[src/hdl/occ_pkg.sv]
// Constants and state types for the compare channel PWM block
// What this block does
// - Modes 110 and 111 select PWM operation
// - Mode 111 adds fault input monitoring
// - Buffer copied to active duty at match
// - Active duty read-only in PWM modes
// - Period match: output high unless buffer zero
// - Count equals duty drives output low
// - Fault low tristates output without clock
// - Fault A for channels 1-4, B for 5
// - Tristate holds until fault gone, mode rewritten
// - Fault raises the channel interrupt flag
// - Fault status bit 4 set, hardware cleared
// - Fault keeps acting in sleep and idle
// - Period value N gives N+1 counts
// - Zero duty keeps output low
// - Duty above period keeps output high
// - Duty equal period: low from duty match until the period match tick
// - Mode entry drives low if duty zero
// - Start high, fall at first duty match
// - Enabled channel owns pin direction
// - Idle-stop bit freezes channel in idle
package occ_pkg;
	// Register byte offsets
	localparam logic [7:0]  CTRL_ADDR   = 8'h00;
	localparam logic [7:0]  ACTIVE_ADDR = 8'h04;
	localparam logic [7:0]  BUFFER_ADDR = 8'h08;
	localparam logic [7:0]  STAT_ADDR   = 8'h0c;
	// Control field positions
	localparam int          MODE_LSB    = 0;
	localparam int          TSEL_BIT    = 3;
	localparam int          FAULT_BIT   = 4;
	localparam int          IDLE_BIT    = 13;
	// Mode encodings
	localparam logic [2:0]  MODE_OFF    = 3'h0;
	localparam logic [2:0]  MODE_PWM    = 3'h6;
	localparam logic [2:0]  MODE_PWM_F  = 3'h7;
	// Reset values
	localparam logic [15:0] DUTY_RST    = 16'h0000;
	localparam logic [31:0] RD_RST      = 32'h0000_0000;
	// Last channel served by fault input A
	localparam int          LAST_A_CH   = 4;

	// Whole state of the main channel
	typedef struct packed {
		logic [2:0]  mode;
		logic        tsel;
		logic        idle_stop;
		logic        fault;
		logic [15:0] active;
		logic [15:0] buffer;
		logic        out;
		logic        own;
		logic        irq;
		logic        pready;
		logic        pslverr;
		logic [31:0] prdata;
	} occ_state_t;

	// Whole state of the pin gate
	typedef struct packed {
		logic oe;
	} occ_gate_t;
endpackage : occ_pkg

[src/hdl/occ_pin_if.sv]
// Link between the channel core and its pin gate
`timescale 1ns/1ps
interface occ_pin_if;
	logic drive_req;  // Core wants the pin driven
	logic arm;        // Fault path armed (mode 111)
	logic oe;         // Registered pin enable
	modport core (output drive_req, output arm, input oe);
	modport gate (input drive_req, input arm, output oe);
endinterface : occ_pin_if

[src/hdl/occ_pwm_channel.sv]
// Compare channel in simple PWM modes with fault shutdown
//
// Our own choices: the APB slave port and the register addresses.
`timescale 1ns/1ps
module occ_pwm_channel #(
	parameter int CHANNEL = 1  // Channel number 1..5
) (
	// Clock and reset
	input  wire logic        pclk,
	input  wire logic        presetn,
	// APB slave
	input  wire logic        psel,
	input  wire logic        penable,
	input  wire logic        pwrite,
	input  wire logic [7:0]  paddr,
	input  wire logic [31:0] pwdata,
	output logic [31:0]      prdata,
	output logic             pready,
	output logic             pslverr,
	// Time base 0
	input  wire logic [15:0] timer0_count_value,
	input  wire logic [15:0] timer0_period_value,
	input  wire logic        timer0_tick,
	// Time base 1
	input  wire logic [15:0] timer1_count_value,
	input  wire logic [15:0] timer1_period_value,
	input  wire logic        timer1_tick,
	// Fault inputs, active low
	input  wire logic        fault_input_a_n,
	input  wire logic        fault_input_b_n,
	// Power states
	input  wire logic        sleep_mode,
	input  wire logic        idle_mode,
	// Pin and events
	output logic             channel_output_pin,
	output logic             pin_oe,
	output logic             channel_owns_pin,
	output logic             channel_irq_flag
);
	occ_pkg::occ_state_t st;       // Registered state
	occ_pkg::occ_state_t next_st;  // Next state
	occ_pin_if           pin ();   // Link to pin gate

	logic [15:0] count;      // Selected count
	logic [15:0] period;     // Selected period
	logic        tick;       // Selected advance strobe
	logic        fault_n;    // Routed fault input
	logic        pwm;        // In a PWM mode
	logic        halt;       // Frozen by power state
	logic        pmatch;     // Period match this cycle
	logic        dmatch;     // Duty match this cycle
	logic        fault_det;  // Fault seen this cycle
	logic        wr_en;      // APB write completes
	logic        ctrl_wr;    // Write to control
	logic        entry;      // Write that (re)enables PWM
	logic [2:0]  wmode;      // Mode field being written

	// True for either PWM mode
	function automatic logic is_pwm(input logic [2:0] m);
		is_pwm = (m == occ_pkg::MODE_PWM) || (m == occ_pkg::MODE_PWM_F);
	endfunction : is_pwm

	// True for a mapped register offset
	function automatic logic addr_hit(input logic [7:0] a);
		addr_hit = (a == occ_pkg::CTRL_ADDR) || (a == occ_pkg::ACTIVE_ADDR) ||
			(a == occ_pkg::BUFFER_ADDR) || (a == occ_pkg::STAT_ADDR);
	endfunction : addr_hit

	// Pin gate holds the only enable flop
	occ_pin_gate u_gate (
		.pclk    (pclk),
		.presetn (presetn),
		.fault_n (fault_n),
		.pin     (pin.gate)
	);

	// Time base chosen by the select bit
	always_comb begin
		if (st.tsel) begin
			count  = timer1_count_value;
			period = timer1_period_value;
			tick   = timer1_tick;
		end else begin
			count  = timer0_count_value;
			period = timer0_period_value;
			tick   = timer0_tick;
		end
	end

	// Channels past the fourth use the second fault pin
	assign fault_n = (CHANNEL <= occ_pkg::LAST_A_CH) ? fault_input_a_n : fault_input_b_n;

	// Decoded conditions
	assign pwm       = is_pwm(st.mode);
	assign halt      = sleep_mode | (idle_mode & st.idle_stop);
	// Timer wraps after count equals period, so N gives N+1 counts
	assign pmatch    = tick && (count == period);
	// Count never passes the period, so a larger duty never matches
	assign dmatch    = (count == st.active);
	// Sampled path works in sleep too; the async path is in the gate
	assign fault_det = (st.mode == occ_pkg::MODE_PWM_F) && !fault_n;
	assign wr_en     = psel && penable && pwrite && st.pready;
	assign ctrl_wr   = wr_en && (paddr == occ_pkg::CTRL_ADDR);
	assign wmode     = pwdata[occ_pkg::MODE_LSB +: 3];
	// Entry from another mode, or rewrite after a fault
	assign entry     = ctrl_wr && is_pwm(wmode) && (!pwm || st.fault);

	// Next state of the channel
	always_comb begin
		next_st         = st;
		next_st.irq     = 1'b0;
		next_st.pready  = 1'b0;
		next_st.pslverr = 1'b0;

		// Waveform generation, frozen while halted
		if (pwm && !halt) begin
			if (pmatch) begin
				// New period: load duty, rise unless zero
				next_st.active = st.buffer;
				next_st.out    = (st.buffer != 16'h0000);
			end else if (dmatch) begin
				// Falls here and stays low until wrap
				next_st.out = 1'b0;
			end
		end

		// Setup phase: prepare the answer for the access phase
		if (psel && !penable) begin
			next_st.pready  = 1'b1;
			next_st.pslverr = !addr_hit(paddr);
			next_st.prdata  = occ_pkg::RD_RST;
			case (paddr)
				occ_pkg::CTRL_ADDR: begin
					next_st.prdata[occ_pkg::MODE_LSB +: 3] = st.mode;
					next_st.prdata[occ_pkg::TSEL_BIT]       = st.tsel;
					next_st.prdata[occ_pkg::FAULT_BIT]      = st.fault;
					next_st.prdata[occ_pkg::IDLE_BIT]       = st.idle_stop;
				end
				occ_pkg::ACTIVE_ADDR: begin
					next_st.prdata[15:0] = st.active;
				end
				occ_pkg::BUFFER_ADDR: begin
					next_st.prdata[15:0] = st.buffer;
				end
				occ_pkg::STAT_ADDR: begin
					next_st.prdata[0] = st.out;
					next_st.prdata[1] = pin.oe;
				end
				default: begin
					next_st.prdata = occ_pkg::RD_RST;
				end
			endcase
		end

		// Register writes at the access edge
		if (wr_en) begin
			case (paddr)
				occ_pkg::CTRL_ADDR: begin
					next_st.mode      = wmode;
					next_st.tsel      = pwdata[occ_pkg::TSEL_BIT];
					next_st.idle_stop = pwdata[occ_pkg::IDLE_BIT];
				end
				occ_pkg::ACTIVE_ADDR: begin
					// Duty in use is locked while modulating
					if (!pwm) begin
						next_st.active = pwdata[15:0];
					end
				end
				occ_pkg::BUFFER_ADDR: begin
					// Accepted any time; used at next wrap
					next_st.buffer = pwdata[15:0];
				end
				default: begin
					next_st.mode = st.mode;
				end
			endcase
		end

		// Entry sets the level from the active duty at once
		if (entry) begin
			next_st.out = (st.active != 16'h0000);
			// Clearing needs the fault gone and the rewrite
			if (fault_n) begin
				next_st.fault = 1'b0;
			end
		end

		// Fault set wins over any clear in the same cycle
		if (fault_det) begin
			next_st.fault = 1'b1;
			next_st.irq   = !st.fault;
		end

		// Pin ownership tracks the enable
		next_st.own = (next_st.mode != occ_pkg::MODE_OFF);
	end

	// State register
	always_ff @(posedge pclk or negedge presetn) begin
		if (!presetn) begin
			st        <= '0;
			st.active <= occ_pkg::DUTY_RST;
			st.buffer <= occ_pkg::DUTY_RST;
		end else begin
			st <= next_st;
		end
	end

	// Pin stays released after a fault until cleared
	assign pin.drive_req = st.own && !st.fault && !fault_det;
	assign pin.arm       = (st.mode == occ_pkg::MODE_PWM_F);

	// Outputs from flops
	assign channel_output_pin = st.out;
	assign pin_oe             = pin.oe;
	assign channel_owns_pin   = st.own;
	assign channel_irq_flag   = st.irq;
	assign prdata             = st.prdata;
	assign pready             = st.pready;
	assign pslverr            = st.pslverr;

	// Active duty ignores writes in PWM modes
	AST_ACTIVE_RO: assert property (@(posedge pclk) disable iff (!presetn)
		(wr_en && paddr == occ_pkg::ACTIVE_ADDR && pwm && !pmatch) |=> $stable(st.active))
		else $error("active duty changed by write");

	// Period match loads the buffer
	AST_PM_LOAD: assert property (@(posedge pclk) disable iff (!presetn)
		(pwm && !halt && pmatch) |=> st.active == $past(st.buffer))
		else $error("buffer not transferred");

	// Period match sets level from the buffer
	AST_PM_LEVEL: assert property (@(posedge pclk) disable iff (!presetn)
		(pwm && !halt && pmatch && !entry) |=> st.out == ($past(st.buffer) != 16'h0000))
		else $error("wrong level at period match");

	// Duty match drives low
	AST_CMP_LOW: assert property (@(posedge pclk) disable iff (!presetn)
		(pwm && !halt && !pmatch && dmatch && !entry) |=> !st.out)
		else $error("no fall at duty match");

	// Zero duty never rises
	AST_ZERO: assert property (@(posedge pclk) disable iff (!presetn)
		(pwm && st.active == 16'h0000 && !st.out) |=> (st.active != 16'h0000 || !st.out))
		else $error("output rose with zero duty");

	// Duty above period holds high
	AST_FULL: assert property (@(posedge pclk) disable iff (!presetn)
		(pwm && st.out && st.active > period && count <= period && !pmatch) |=> st.out)
		else $error("output fell with full duty");

	// Mode entry level
	AST_ENTRY: assert property (@(posedge pclk) disable iff (!presetn)
		entry |=> st.out == ($past(st.active) != 16'h0000))
		else $error("wrong level on mode entry");

	// Fault sets status and one event
	AST_FAULT_SET: assert property (@(posedge pclk) disable iff (!presetn)
		(fault_det && !st.fault) |=> (st.fault && st.irq) ##1 !st.irq)
		else $error("fault not flagged");

	// Fault status holds without a control write
	AST_FAULT_HOLD: assert property (@(posedge pclk) disable iff (!presetn)
		(st.fault && !ctrl_wr) |=> st.fault)
		else $error("fault cleared without rewrite");

	// Released pin while faulted
	AST_TRISTATE: assert property (@(posedge pclk) disable iff (!presetn)
		st.fault |-> !pin.oe)
		else $error("pin driven while faulted");

	// Ownership follows mode
	AST_OWN: assert property (@(posedge pclk) disable iff (!presetn)
		st.own == (st.mode != occ_pkg::MODE_OFF))
		else $error("ownership out of step");

	// Halt freezes level and duty; only a mode entry may move the level
	AST_HALT_FREEZE: assert property (@(posedge pclk) disable iff (!presetn)
		(pwm && !entry && halt) |=> ($stable(st.out) && $stable(st.active)))
		else $error("channel moved while halted");

	// Period match of the second time base loads the buffer when selected
	// Watches the raw timer inputs, so a broken select shows up here
	AST_TSEL_LOAD: assert property (@(posedge pclk) disable iff (!presetn)
		(pwm && !halt && st.tsel && timer1_tick && (timer1_count_value == timer1_period_value))
		|=> st.active == $past(st.buffer))
		else $error("second time base ignored");

	// Event pulse only comes with the status bit
	AST_IRQ_FAULT: assert property (@(posedge pclk) disable iff (!presetn)
		st.irq |-> st.fault)
		else $error("event without fault status");

	// Routed fault pin sets the status at the next edge
	// Channels up to the fourth listen to pin A, the fifth to pin B
	AST_ROUTE: assert property (@(posedge pclk) disable iff (!presetn)
		(pin.arm && ((CHANNEL <= occ_pkg::LAST_A_CH && !fault_input_a_n) ||
			(CHANNEL > occ_pkg::LAST_A_CH && !fault_input_b_n))) |=> st.fault)
		else $error("routed fault not seen");

	// Fault keeps acting while the device sleeps
	AST_SLEEP_FAULT: assert property (@(posedge pclk) disable iff (!presetn)
		(sleep_mode && fault_det) |=> st.fault)
		else $error("fault lost in sleep");

	// Disabled channel gives the pin back to the port
	AST_RELEASE_OFF: assert property (@(posedge pclk) disable iff (!presetn)
		(st.mode == occ_pkg::MODE_OFF) |=> !pin.oe)
		else $error("pin held while disabled");

	// Pin comes back one cycle after the fault clears
	// A new fault in that cycle may release it again, hence the escape
	AST_RESUME: assert property (@(posedge pclk) disable iff (!presetn)
		($fell(st.fault) && st.own && fault_n) |=> (pin.oe || !fault_n))
		else $error("pin not restored after clear");

	// Zero buffer at period match leaves the level low
	AST_ZERO_LOAD: assert property (@(posedge pclk) disable iff (!presetn)
		(pwm && !halt && pmatch && !entry && st.buffer == 16'h0000) |=> !st.out)
		else $error("zero duty rose at period match");

	// Mode without fault input never sets the status
	AST_NO_FAULT_110: assert property (@(posedge pclk) disable iff (!presetn)
		(st.mode == occ_pkg::MODE_PWM && !st.fault) |=> !st.fault)
		else $error("fault set in plain PWM mode");

	// Main scenarios
	COV_PWM_CYCLE: cover property (@(posedge pclk) disable iff (!presetn)
		(pwm && pmatch && st.buffer != 16'h0000) ##[1:300] (pwm && dmatch));
	COV_FAULT: cover property (@(posedge pclk) disable iff (!presetn) fault_det && !st.fault);
	COV_REENABLE: cover property (@(posedge pclk) disable iff (!presetn) entry && st.fault && fault_n);
	COV_IDLE_HALT: cover property (@(posedge pclk) disable iff (!presetn) pwm && halt && pmatch);
	// Full duty reached through the buffer
	COV_FULL_DUTY: cover property (@(posedge pclk) disable iff (!presetn) pwm && pmatch && st.buffer > period);
endmodule : occ_pwm_channel

[src/hdl/occ_pin_gate.sv]
// Pin enable flop with asynchronous fault shutdown
`timescale 1ns/1ps
module occ_pin_gate (
	// Clock and reset
	input  wire logic  pclk,
	input  wire logic  presetn,
	// Selected fault input, active low
	input  wire logic  fault_n,
	// Core side
	occ_pin_if.gate    pin
);
	occ_pkg::occ_gate_t st;       // Registered state
	occ_pkg::occ_gate_t next_st;  // Next state
	logic               clr_n;    // Combined async clear

	// Fault drops the enable with no clock edge; both causes load zero
	assign clr_n = presetn & (fault_n | ~pin.arm);

	// Next enable follows the core request
	always_comb begin
		next_st    = st;
		next_st.oe = pin.drive_req;
	end

	// State register
	always_ff @(posedge pclk or negedge clr_n) begin
		if (!clr_n) begin
			st <= '0;
		end else begin
			st <= next_st;
		end
	end

	assign pin.oe = st.oe;

	// Armed fault low means the pin is released
	AST_GATE_TRI: assert property (@(posedge pclk) disable iff (!presetn)
		(pin.arm && !fault_n) |-> !st.oe)
		else $error("pin driven during fault");
endmodule : occ_pin_gate

[config.mk]
export PLATFORM = sky130hd
export DESIGN_NAME = occ_pwm_channel
export DESIGN_NICKNAME = d
export VERILOG_FILES = /design/src/hdl/occ_pkg.sv /design/src/hdl/occ_pin_if.sv /design/src/hdl/occ_pwm_channel.sv /design/src/hdl/occ_pin_gate.sv
export SDC_FILE = /design/constraint.sdc
export NUM_CORES = 1
export LEC_CHECK = 0
export ABC_AREA = 0
export BUFFER_PORTS_ARGS = -buffer_cell sky130_fd_sc_hd__buf_2
export CORE_MARGIN = 2
export CORE_UTILIZATION = 44
export CTS_CLUSTER_DIAMETER = 80
export CTS_CLUSTER_SIZE = 28
export DETAILED_ROUTE_END_ITERATION = 10
export PLACE_DENSITY = 0.77
export SLEW_MARGIN = 20
export SYNTH_ARGS = -nofsm -noshare
export SYNTH_HDL_FRONTEND = slang
export SYNTH_SLANG_ARGS = --single-unit
[constraint.sdc]
create_clock -name pclk -period 0.8 [get_ports pclk]
set_clock_uncertainty 0.05 [all_clocks]
set_input_delay 0.16 -clock pclk [delete_from_list [all_inputs] [get_ports pclk]]
set_output_delay 0.16 -clock pclk [all_outputs]
set_load 0.01 [all_outputs]
==> run_results.csv, run 1 <==
group,metric,value,unit
placement,place.detailed.hpwl,8520,um
critical_path,critical_path_cell_by_cell,"buf_12 > buf_8 > a221oi_2 > a22o_1 > o221a_4 > nand3_4 > buf_12 > mux2i_1 > a21oi_1",
critical_path,crit_path_max_fanout,7,
cells_and_area,design_area_final,6020,um2
cells_and_area,cell_count_final_fillers_out,704,
floorplan,die-height,96.0,um
sta,hold_viol,0,
floorplan,die-area,9220,um2
pwr,cellLeakagePower,3.10,nW
floorplan,effective_utilization_at_floorplan,0.453,
clock_tree,cts-root-buf,"clkbuf_8",
hold_path,holdPathStages,2,
floorplan,pin_count,153,
cells_and_area,n_fill_cell,530,
routing,vias_per_cell,5.67,
clock_tree,clk_transition_reported_paths,0.07,ns
clock_tree,tritoncts_num_sinks,60,
global_routing,grt_pass1_vias,3762,
cells_and_area,post-route-util,0.732,
floorplan,design.core.area,8220,um2
sta,holdWs,0.0121,ns
global_routing,grt_remaining_overflow,0,
routing,ant_nets,0,
routing,route.detailed.wl_per_inst,20.0,um
routing,first_pass_drt_iterations,5,
global_routing,globalRouteTotalUtil,0.283,
sta,max_freq,0.459,GHz
placement,placed_cell_area,5010,um2
critical_path,worstSetupEndpointType,"flop",
global_routing,wire_length_of_the_first_global_routing_pass,19300,um
routing,detail_route.drc_violations,0,
run,max_cap_viol_count,0,
clock_tree,clock_latency,0.35,ns
critical_path,crit_path_start_kind,"flop",
synthesis,yosysSeqAreaShare,0.403,
critical_path,timing.critical_path.arrival,2.37,ns
placement,buffer_ports.inserted,119,
sta,rsz0062_at_grt,"yes",
routing,detailedRoute.firstIterationViolations,300,
routing,number_of_vias_after_detailed_routing,3994,
critical_path,worstSetupPathType,"reg -> reg",
critical_path,setup.reg_to_reg.worst_slack,-1.38,ns
critical_path,reg2regPathDepth,9,
cells_and_area,final_net_count,709,
pwr,pwr_density_cell,1210,nW/um2
critical_path,timing.rr.end,"st[67]",
critical_path,cp_common_cell,"buf_12",
placement,place_inst,647,
floorplan,core.rowCount,33,
placement,place.gp.congestion,0.867,
routing,finalWirelength,14100,um
sta,final.setup.tns,-51.78,ns
synthesis,post_synth_instance_area,3720,um2
sta,timing.final.crit_period,2.18,ns
synthesis,synthesis.instances,372,
critical_path,critical_path.slowest_cell,"dfrtp_2",
synthesis,postSynthRegisterBits,60,
pwr,vdd.ir_drop.worst,1.14,mV
synthesis,syn_avg_cell_area,10.0,um2
sta,min_period_over_period,2.72,
global_routing,number_of_antenna_violations_at_the_first_check_in_global_routing,0,
synthesis,yosysWarningCount,0,
clock_tree,tritoncts,"yes",
synthesis,number_of_different_library_cells_in_the_post_synthesis_netlist,44,
sta,timing.slew.headroom,0.665,
cells_and_area,antenna_cells_inserted,0,
clock_tree,cts_max_level,3,
pwr,fin_total_pwr,7.30,mW
status,status,"complete, but fails checks",
floorplan,fp.dieW,96.0,um
hold_path,min-delay-path-class,"in -> reg",
sta,layout_setup_ws,-1.38,ns
hold_path,min_delay_worst_endpoint,"st[46]",
global_routing,grt_start_max_net_pins,32,
status,failed_checks,"setup timing",
clock_tree,cts_buffer_depth,2,
sta,setup_viol,80,
cells_and_area,post_route_cells_drive_above_1_share,0.559,
clock_tree,numCtsBuffers,9,
critical_path,worst-endpoint-required,0.99,ns
sta,final-max-slew-violation-count,0,
sta,slew_at_the_pin_closest_to_its_max_slew_limit,0.499,ns
placement,pre_cts_ws,-1.33,ns
hold_path,min_from,"pwdata[9]",
critical_path,slowest_delay,0.45,ns
cells_and_area,area.growth.synth_to_final,61.6,%
critical_path,reg2reg_from,"st[71]",
-- worst max-delay path, delay by kind of cell, from the launching register on --
| kind | cells | cell delay [ns] |
|---|---|---|
| AOI/OAI and AO/OA | 4 | 0.85 |
| buffers and inverters | 3 | 0.46 |
| DFF | 1 | 0.45 |
| muxes | 1 | 0.11 |
| and+or+nand+nor | 1 | 0.13 |
-- cells by family (layout without fill, tap and decap cells) --
kind of cell / after synthesis / count (layout) / synth area share
XOR/XNOR: 42 / 42 / 0.0988
other: 1 / 16 / 0.00101
buffers and inverters: 58 / 270 / 0.0930
AND/OR/NAND/NOR: 89 / 89 / 0.125
multiplexers: 60 / 60 / 0.176
flip-flops: 60 / 60 / 0.403
AO/OA/AOI/OAI: 62 / 62 / 0.103
-- cells in the mapped netlist, drive strengths merged --
| cell type | number | area share |
|---|---|---|
| a211oi | 1 | 0.0020 |
| a21boi | 1 | 0.0020 |
| a21oi | 22 | 0.030 |
| a221oi | 1 | 0.0024 |
| a22o | 3 | 0.0071 |
| a22oi | 11 | 0.022 |
| a31o | 1 | 0.0024 |
| a31oi | 1 | 0.0017 |
| and2 | 2 | 0.0034 |
| and4 | 1 | 0.0024 |
| buf | 39 | 0.074 |
| clkbuf | 10 | 0.010 |
| conb | 1 | 0.0010 |
| dfrtp | 60 | 0.40 |
| inv | 9 | 0.0091 |
| mux2 | 22 | 0.068 |
| mux2i | 36 | 0.097 |
| mux4 | 2 | 0.012 |
| nand2 | 18 | 0.018 |
| nand2b | 3 | 0.0050 |
| nand3 | 7 | 0.011 |
| nand4 | 3 | 0.0050 |
| nand4b | 1 | 0.0024 |
| nor2 | 27 | 0.029 |
| nor2b | 3 | 0.0050 |
| nor3 | 3 | 0.0040 |
| nor3b | 2 | 0.0040 |
| nor4 | 15 | 0.025 |
| nor4bb | 1 | 0.0027 |
| o211ai | 1 | 0.0020 |
| o21ai | 15 | 0.020 |
| o221a | 1 | 0.0030 |
| o221ai | 1 | 0.0024 |
| o22ai | 1 | 0.0017 |
| o2bb2ai | 2 | 0.0047 |
| or3 | 2 | 0.0047 |
| or4b | 1 | 0.0027 |
| xnor2 | 30 | 0.071 |
| xor2 | 12 | 0.028 |
-- how the worst max path moves through the flow --
stage             start            endpoint  slack [ns]  cells after the start
3_5_place_dp     pready  channel_output_pin       -1.33                      6
4_1_cts          pready  channel_output_pin       -1.29                      6
5_1_grt          st[71]              st[67]       -1.42                      9
6_report         st[71]              st[67]       -1.38                      9
2_1_floorplan    pready  channel_output_pin       -1.40                      7
3_3_place_gp   paddr[6]  channel_output_pin       -1.30                      8
-- power by group --
part	leakage, nW	total [mW]	switching, mW	internal, mW
logic	2.15	1.17	0.572	0.600
clock network	0.113	3.06	1.23	1.82
registers	0.833	3.07	0.0171	3.05
total	3.10	7.30	1.82	5.47
-- cells in the final DEF (no fill, tap or decap), types with 10 or more instances in the layout --
cell type  instances
xor2_1            12
a22oi_2           10
buf_4             93
nand2_1           17
buf_6             27
mux2i_1           28
xnor2_1           30
nor4_1            10
o21ai_1           14
a21oi_1           16
conb_1            16
nor2_1            24
clkbuf_8          10
dfrtp_1           58
mux2_4            17
buf_2            110
-- flip-flops by register name, indices dropped and copies added, names as in the netlist --
register and flops:
prdata 16, u_gate.pin.oe 1, channel_output_pin 1, channel_owns_pin 1, pready 1, pslverr 1, st 38, channel_irq_flag 1
-- per-layer routing --
layer	track usage	routed length [um]	up-vias
li1	-	-	1717
met3	0.0666	1070	78
met4	0.124	720	0
met1	0.349	5240	1930
met5	0	0	-
met2	0.473	7030	269
-- cell type report --
| type | instances | area (um2) | share of cell area |
|---|---|---|---|
| tap | 105 | 131 | 0.0218 |
| clock inverter | 5 | 75.1 | 0.0125 |
| inverter | 9 | 33.8 | 0.00561 |
| timing repair buffer | 245 | 1840 | 0.305 |
| multi-input combinational | 269 | 2300 | 0.382 |
| clock buffer | 11 | 141 | 0.0235 |
| sequential | 60 | 1500 | 0.250 |
-- repair_timing --
item / 4_1_cts / 5_1_grt
setup buffers: 25 / 20
hold buffers: 2 / 1
resized for setup: 66 / 40
endpoints found under the setup margin: 80 / 80
cloned: 2 / 2
pin swaps: 14 / 17
hold endpoints to repair: 61 / 2
Note: power is estimated with default switching activity, not from simulation.
==> run 2: changes to the inputs <==
- SYNTH_HIERARCHICAL: unset -> 1
==> run_results.csv, run 2 <==
group,metric,value,unit
critical_path,timing.critical_path.from,"st[71]",
run,max_cap_viol_count,0,
routing,number_of_vias_after_detailed_routing,3945,
synthesis,synth_flop_cell,"dfrtp_1",
global_routing,wire_length_of_the_first_global_routing_pass,18900,um
critical_path,crit_path_start_kind,"flop",
sta,layout_setup_ws,-1.41,ns
sta,timing.final.crit_period,2.21,ns
status,failed_checks,"setup timing",
critical_path,reg2reg_from,"st[71]",
status,status,"complete, but fails checks",
critical_path,worstSetupPathType,"reg -> reg",
clock_tree,tritoncts_num_sinks,60,
clock_tree,clk_transition_reported_paths,0.07,ns
global_routing,globalRouteTotalUtil,0.275,
global_routing,grt_remaining_overflow,0,
synthesis,yosysTopAreaCell,"dfrtp_1",
clock_tree,cts_buffer_depth,2,
pwr,cellLeakagePower,3.02,nW
clock_tree,cts_max_level,3,
floorplan,die-area,9150,um2
floorplan,effective_utilization_at_floorplan,0.452,
synthesis,yosysSeqAreaShare,0.406,
synthesis,synthesis.instances,367,
synthesis,postSynthRegisterBits,60,
cells_and_area,largest_register_ffs,38,
synthesis,synth-edff-count,0,
cells_and_area,area.growth.synth_to_final,66.3,%
routing,route.detailed.wl_per_inst,20.0,um
sta,setup_viol,81,
cells_and_area,n_fill_cell,476,
cells_and_area,layout.cells.most_common,"buf_2",
sta,max_freq,0.452,GHz
hold_path,min_from,"pwdata[8]",
critical_path,worstSetupEndpointType,"flop",
clock_tree,clock_latency,0.34,ns
clock_tree,numCtsBuffers,9,
cells_and_area,top_register,"st",
synthesis,number_of_different_library_cells_in_the_post_synthesis_netlist,41,
placement,place.gp.congestion,0.932,
cells_and_area,final_net_count,713,
synthesis,yosysWarningCount,6,
clock_tree,cts-root-buf,"clkbuf_8",
critical_path,crit_path_max_fanout,6,
global_routing,grt_pass1_vias,3825,
floorplan,design.core.area,8180,um2
synthesis,yosys.area.top_type_share,0.406,
global_routing,grt_start_max_net_pins,33,
synthesis,post_synth_instance_area,3700,um2
routing,detailedRoute.firstIterationViolations,365,
cells_and_area,antenna_cells_inserted,0,
cells_and_area,layout.cells.most_common_list,"buf_2, buf_4, dfrtp_1, xnor2_1, buf_6",
pwr,fin_total_pwr,7.72,mW
floorplan,die-height,95.7,um
pwr,pwr_density_cell,1260,nW/um2
placement,place.detailed.hpwl,8610,um
floorplan,pin_count,153,
synthesis,syn_avg_cell_area,10.1,um2
sta,min_period_over_period,2.77,
floorplan,fp.dieW,95.7,um
floorplan,core.rowCount,33,
cells_and_area,design_area_final,6150,um2
placement,placed_cell_area,5000,um2
routing,ant_nets,0,
global_routing,number_of_antenna_violations_at_the_first_check_in_global_routing,0,
clock_tree,tritoncts,"yes",
sta,hold_viol,0,
critical_path,timing.critical_path.arrival,2.38,ns
sta,holdWs,0.0160,ns
sta,final-max-slew-violation-count,0,
routing,vias_per_cell,5.57,
synthesis,yosys.cell_count.top_type,"dfrtp_1",
synthesis,synthTopCellsByArea,"dfrtp_1, mux2i_1, xnor2_1",
routing,first_pass_drt_iterations,6,
hold_path,min-delay-path-class,"in -> reg",
sta,rsz0062_at_grt,"yes",
synthesis,synth_commonest_cells,"dfrtp_1, mux2i_1, xnor2_1, buf_4, nor2_1",
synthesis,async_flop_share,1.00,
routing,detail_route.drc_violations,0,
placement,buffer_ports.inserted,119,
critical_path,worst-endpoint-required,0.97,ns
pwr,vdd.ir_drop.worst,1.17,mV
cells_and_area,post_route_cells_drive_above_1_share,0.580,
routing,finalWirelength,14200,um
-- run 2: cell types whose count changed after synthesis, sizes merged, moves of 2 or more --
cell     delta
xnor2       +6
nand4       +4
nand3       -3
nand2b      -2
o2bb2ai     -2
clkbuf      +2
nor2        +2
nor2b       -2
inv         -5
buf         -2
a21oi       +2
a211o       +2
-- run 2: path summary, 6_finish.rpt --
kind                            endpoint  slack (ns)  cells past startpoint
setup / recovery                  st[67]       -1.41                      9
setup reg to reg                  st[67]       -1.41                      9
max in group asynchronous  u_gate/pin.oe       -0.01                      6
hold reg to reg            u_gate/pin.oe        0.46                      1
min in group asynchronous         st[39]        0.25                      2
hold / removal                    st[45]        0.02                      2
-- run 2: critical path, stage by stage (launching register included) --
cell and delay (ns):
dfrtp_2 0.46, clkbuf_16 0.18, buf_4 0.15, nor4b_4 0.23, a31oi_2 0.09, nor3_4 0.25, buf_6 0.16, buf_6 0.13
mux2i_1 0.27, a21oi_1 0.12
-- run 2: where the power goes --
part | internal [mW] | switching, mW
Combinational | 0.609 | 0.579
Sequential | 3.05 | 0.0198
Clock | 2.24 | 1.22
-- run 2: cell type report --
cell class                 instances  area (um2)  area share
sequential                        60        1500       0.244
timing repair buffer             254        1920       0.313
clock buffer                      12         155      0.0252
multi-input combinational        269        2330       0.379
tap                              105         131      0.0214
clock inverter                     4        95.1      0.0155
inverter                           4        15.0     0.00244
-- run 2: what timing repair did --
action                                  CTS  global route
endpoints found under the setup margin   80            81
setup buffers                            17            22
gates resized for setup                  70            62
hold buffers                              2             0
cloned                                    2             4
hold endpoints to repair                 62             0
pin swaps                                24            32
-- run 2: kinds of logic after synthesis --
kind of cell	share of synthesized area
other	0.00101
xor gates and xnor gates	0.114
AOI/OAI and AO/OA	0.0904
DFF	0.406
buffers and inverters	0.0880
muxes	0.174
and+or+nand+nor	0.127
-- run 2: per-layer routing --
metal  global-route usage  part of all wire  vias to the layer above
met3               0.0680             0.079                       65
li1                     -                 -                     1710
met5                    0                 0                        -
met4                0.100             0.048                        0
met1                0.328              0.38                     1922
met2                0.479              0.50                      248
-- run 2: stage by stage --
step | std cells | worst slack [ns] | setup TNS, ns | utilization
2_1_floorplan | 382 | -1.28 | -42.26 | -
3_3_place_gp | 651 | -1.50 | -53.62 | 0.611
3_5_place_dp | 651 | -1.56 | -55.79 | 0.611
4_1_cts | 687 | -1.28 | -50.95 | 0.693
5_1_grt | 708 | -1.47 | -55.87 | 0.752
6_report | 708 | -1.41 | -52.60 | 0.752
==> run 3: changes to the inputs <==
--- a/config.mk
+++ b/config.mk
@@ -8,4 +8,5 @@
 export ABC_AREA = 0
 export BUFFER_PORTS_ARGS = -buffer_cell sky130_fd_sc_hd__buf_2
+export CAP_MARGIN = 0
 export CORE_MARGIN = 2
 export CORE_UTILIZATION = 44
@@ -19,2 +20,3 @@
 export SYNTH_HIERARCHICAL = 1
 export SYNTH_SLANG_ARGS = --single-unit
+export TNS_END_PERCENT = 10
==> constraint.sdc (replaced) <==
create_clock -name pclk -period 0.8 [get_ports pclk]
set_clock_uncertainty 0.05 [all_clocks]
set_input_delay 0.12 -clock pclk [delete_from_list [all_inputs] [get_ports pclk]]
set_output_delay 0.12 -clock pclk [all_outputs]
set_load 0.01 [all_outputs]
==> run_results.csv, run 3 (synthesized netlist as in run 2, its figures left out) <==
group,metric,value,unit
status,status,"complete, but fails checks",
status,failed_checks,"hold timing, setup timing",
critical_path,crit_path_start_kind,"flop",
critical_path,timing.critical_path.from,"pready",
placement,place.detailed.hpwl,8850,um
critical_path,timing.rr.end,"channel_output_pin",
floorplan,die-area,9150,um2
sta,rsz0062_at_grt,"yes",
run,max_cap_viol_count,0,
sta,max_freq,0.466,GHz
pwr,cellLeakagePower,2.74,nW
placement,buffer_ports.inserted,119,
routing,route.detailed.wl_per_inst,17.9,um
pwr,clockPowerShare,0.427,
cells_and_area,top_register,"st",
cells_and_area,layout.cells.most_common,"buf_2",
clock_tree,clk_transition_reported_paths,0.08,ns
cells_and_area,final_net_count,683,
critical_path,worst-endpoint-required,1.02,ns
floorplan,design.core.area,8180,um2
cells_and_area,layout.cells.most_common_list,"buf_2, buf_4, dfrtp_1, xnor2_1, mux2i_1",
clock_tree,tritoncts_num_sinks,60,
pwr,power.share.combinational,0.151,
pwr,pwr_density_cell,1320,nW/um2
placement,place.gp.congestion,0.976,
global_routing,wire_length_of_the_first_global_routing_pass,18300,um
cells_and_area,post-route-util,0.675,
global_routing,grt_remaining_overflow,0,
global_routing,grt_start_max_net_pins,33,
pwr,power.switching_fraction,0.259,
cells_and_area,area.sequential,1500,um2
cells_and_area,design_area_final,5520,um2
pwr,cell_internal_pwr,5.40,mW
clock_tree,cts_buffer_depth,2,
cells_and_area,n_fill_cell,621,
critical_path,timing.critical_path.arrival,2.36,ns
placement,place_inst,647,
cells_and_area,multi_input_comb_area,2070,um2
pwr,total_switching_power,1.89,mW
floorplan,fp.dieW,95.7,um
placement,placed_cell_area,4950,um2
clock_tree,tritoncts,"yes",
cells_and_area,cell_count_final_fillers_out,678,
hold_path,min-delay-path-class,"in -> reg",
sta,layout_setup_ws,-1.35,ns
routing,number_of_vias_after_detailed_routing,3673,
routing,vias_per_cell,5.42,
clock_tree,clock_latency,0.35,ns
sta,final.setup.tns,-53.29,ns
cells_and_area,largest_register_ffs,38,
critical_path,reg2regPathDepth,6,
sta,min_period_over_period,2.68,
routing,finalWirelength,12200,um
critical_path,worstSetupEndpointType,"flop",
sta,setup_viol,80,
clock_tree,cts-root-buf,"clkbuf_8",
critical_path,critical_path_cell_by_cell,"and4_1 > or4b_4 > or3_4 > nor2_4 > a21oi_1 > a221oi_2",
routing,detailedRoute.firstIterationViolations,298,
critical_path,critical_path.slowest_cell,"or4b_4",
critical_path,crit_path_max_fanout,5,
placement,pre_cts_ws,-1.58,ns
hold_path,holdPathStages,2,
sta,timing.final.crit_period,2.15,ns
routing,first_pass_drt_iterations,6,
routing,detail_route.drc_violations,0,
sta,hold_viol,4,
floorplan,die-height,95.7,um
critical_path,worstSetupPathType,"reg -> reg",
critical_path,crit_end,"channel_output_pin",
cells_and_area,post_route_cells_drive_above_1_share,0.483,
global_routing,grt_pass1_vias,3773,
floorplan,effective_utilization_at_floorplan,0.452,
sta,holdWs,-0.0195,ns
floorplan,pin_count,153,
clock_tree,cts.hold.buffers_added,8,
pwr,fin_total_pwr,7.29,mW
routing,ant_nets,0,
global_routing,globalRouteTotalUtil,0.269,
clock_tree,numCtsBuffers,9,
pwr,vdd.ir_drop.worst,1.11,mV
floorplan,core.rowCount,33,
pwr,power.sequential.fraction,0.421,
cells_and_area,antenna_cells_inserted,0,
critical_path,slowest_delay,0.55,ns
clock_tree,cts_max_level,3,
sta,final-max-slew-violation-count,0,
global_routing,number_of_antenna_violations_at_the_first_check_in_global_routing,0,
cells_and_area,area.growth.synth_to_final,49.2,%
critical_path,reg2reg_from,"pready",
critical_path,setup.reg_to_reg.worst_slack,-1.35,ns
## run 3: critical path: cells and delay by family (launching register included)
family	cells	cell delay, ns
flops	1	0.37
simple gates	4	1.32
compound gates	2	0.31
## run 3: timing repair
item,4_1_cts,5_1_grt
endpoints found under the setup margin,80,80
pin swaps,10,3
buffers inserted,3,2
gates resized for setup,36,18
hold endpoints to repair,82,6
cloned,0,2
## run 3: layer usage
layer	vias to the layer above	wire, um	GRT usage
li1	1658	-	-
met1	1781	4900	0.337
met2	191	5990	0.446
met3	43	840	0.0561
met4	0	431	0.119
met5	-	0	0
## run 3: power groups by stage
stage                     registers [mW]  clock network [mW]  logic (mW)
after floorplan                     3.13                   0       0.416
after global placement              3.12                   0       0.986
after detailed placement            3.13                   0        1.02
after CTS                           3.07                3.16        1.07
after global routing                3.07                3.27        1.20
final                               3.07                3.12        1.10
## run 3: worst min-delay path by stage
stage	from	to	slack (ns)
2_1_floorplan	presetn	channel_irq_flag	-0.23
3_3_place_gp	presetn	st[63]	-0.03
3_5_place_dp	presetn	st[72]	-0.02
4_1_cts	pwdata[11]	st[48]	-0.03
5_1_grt	pwdata[11]	st[48]	-0.02
6_report	pwdata[11]	st[48]	-0.02
## run 3: final cells by class
cell class,count,share of cell area
Inverter,4,0.00272
Clock inverter,7,0.0181
Clock buffer,9,0.0225
Timing Repair Buffer,224,0.286
Tap cell,105,0.0238
Sequential cell,60,0.272
Multi-Input combinational cell,269,0.375
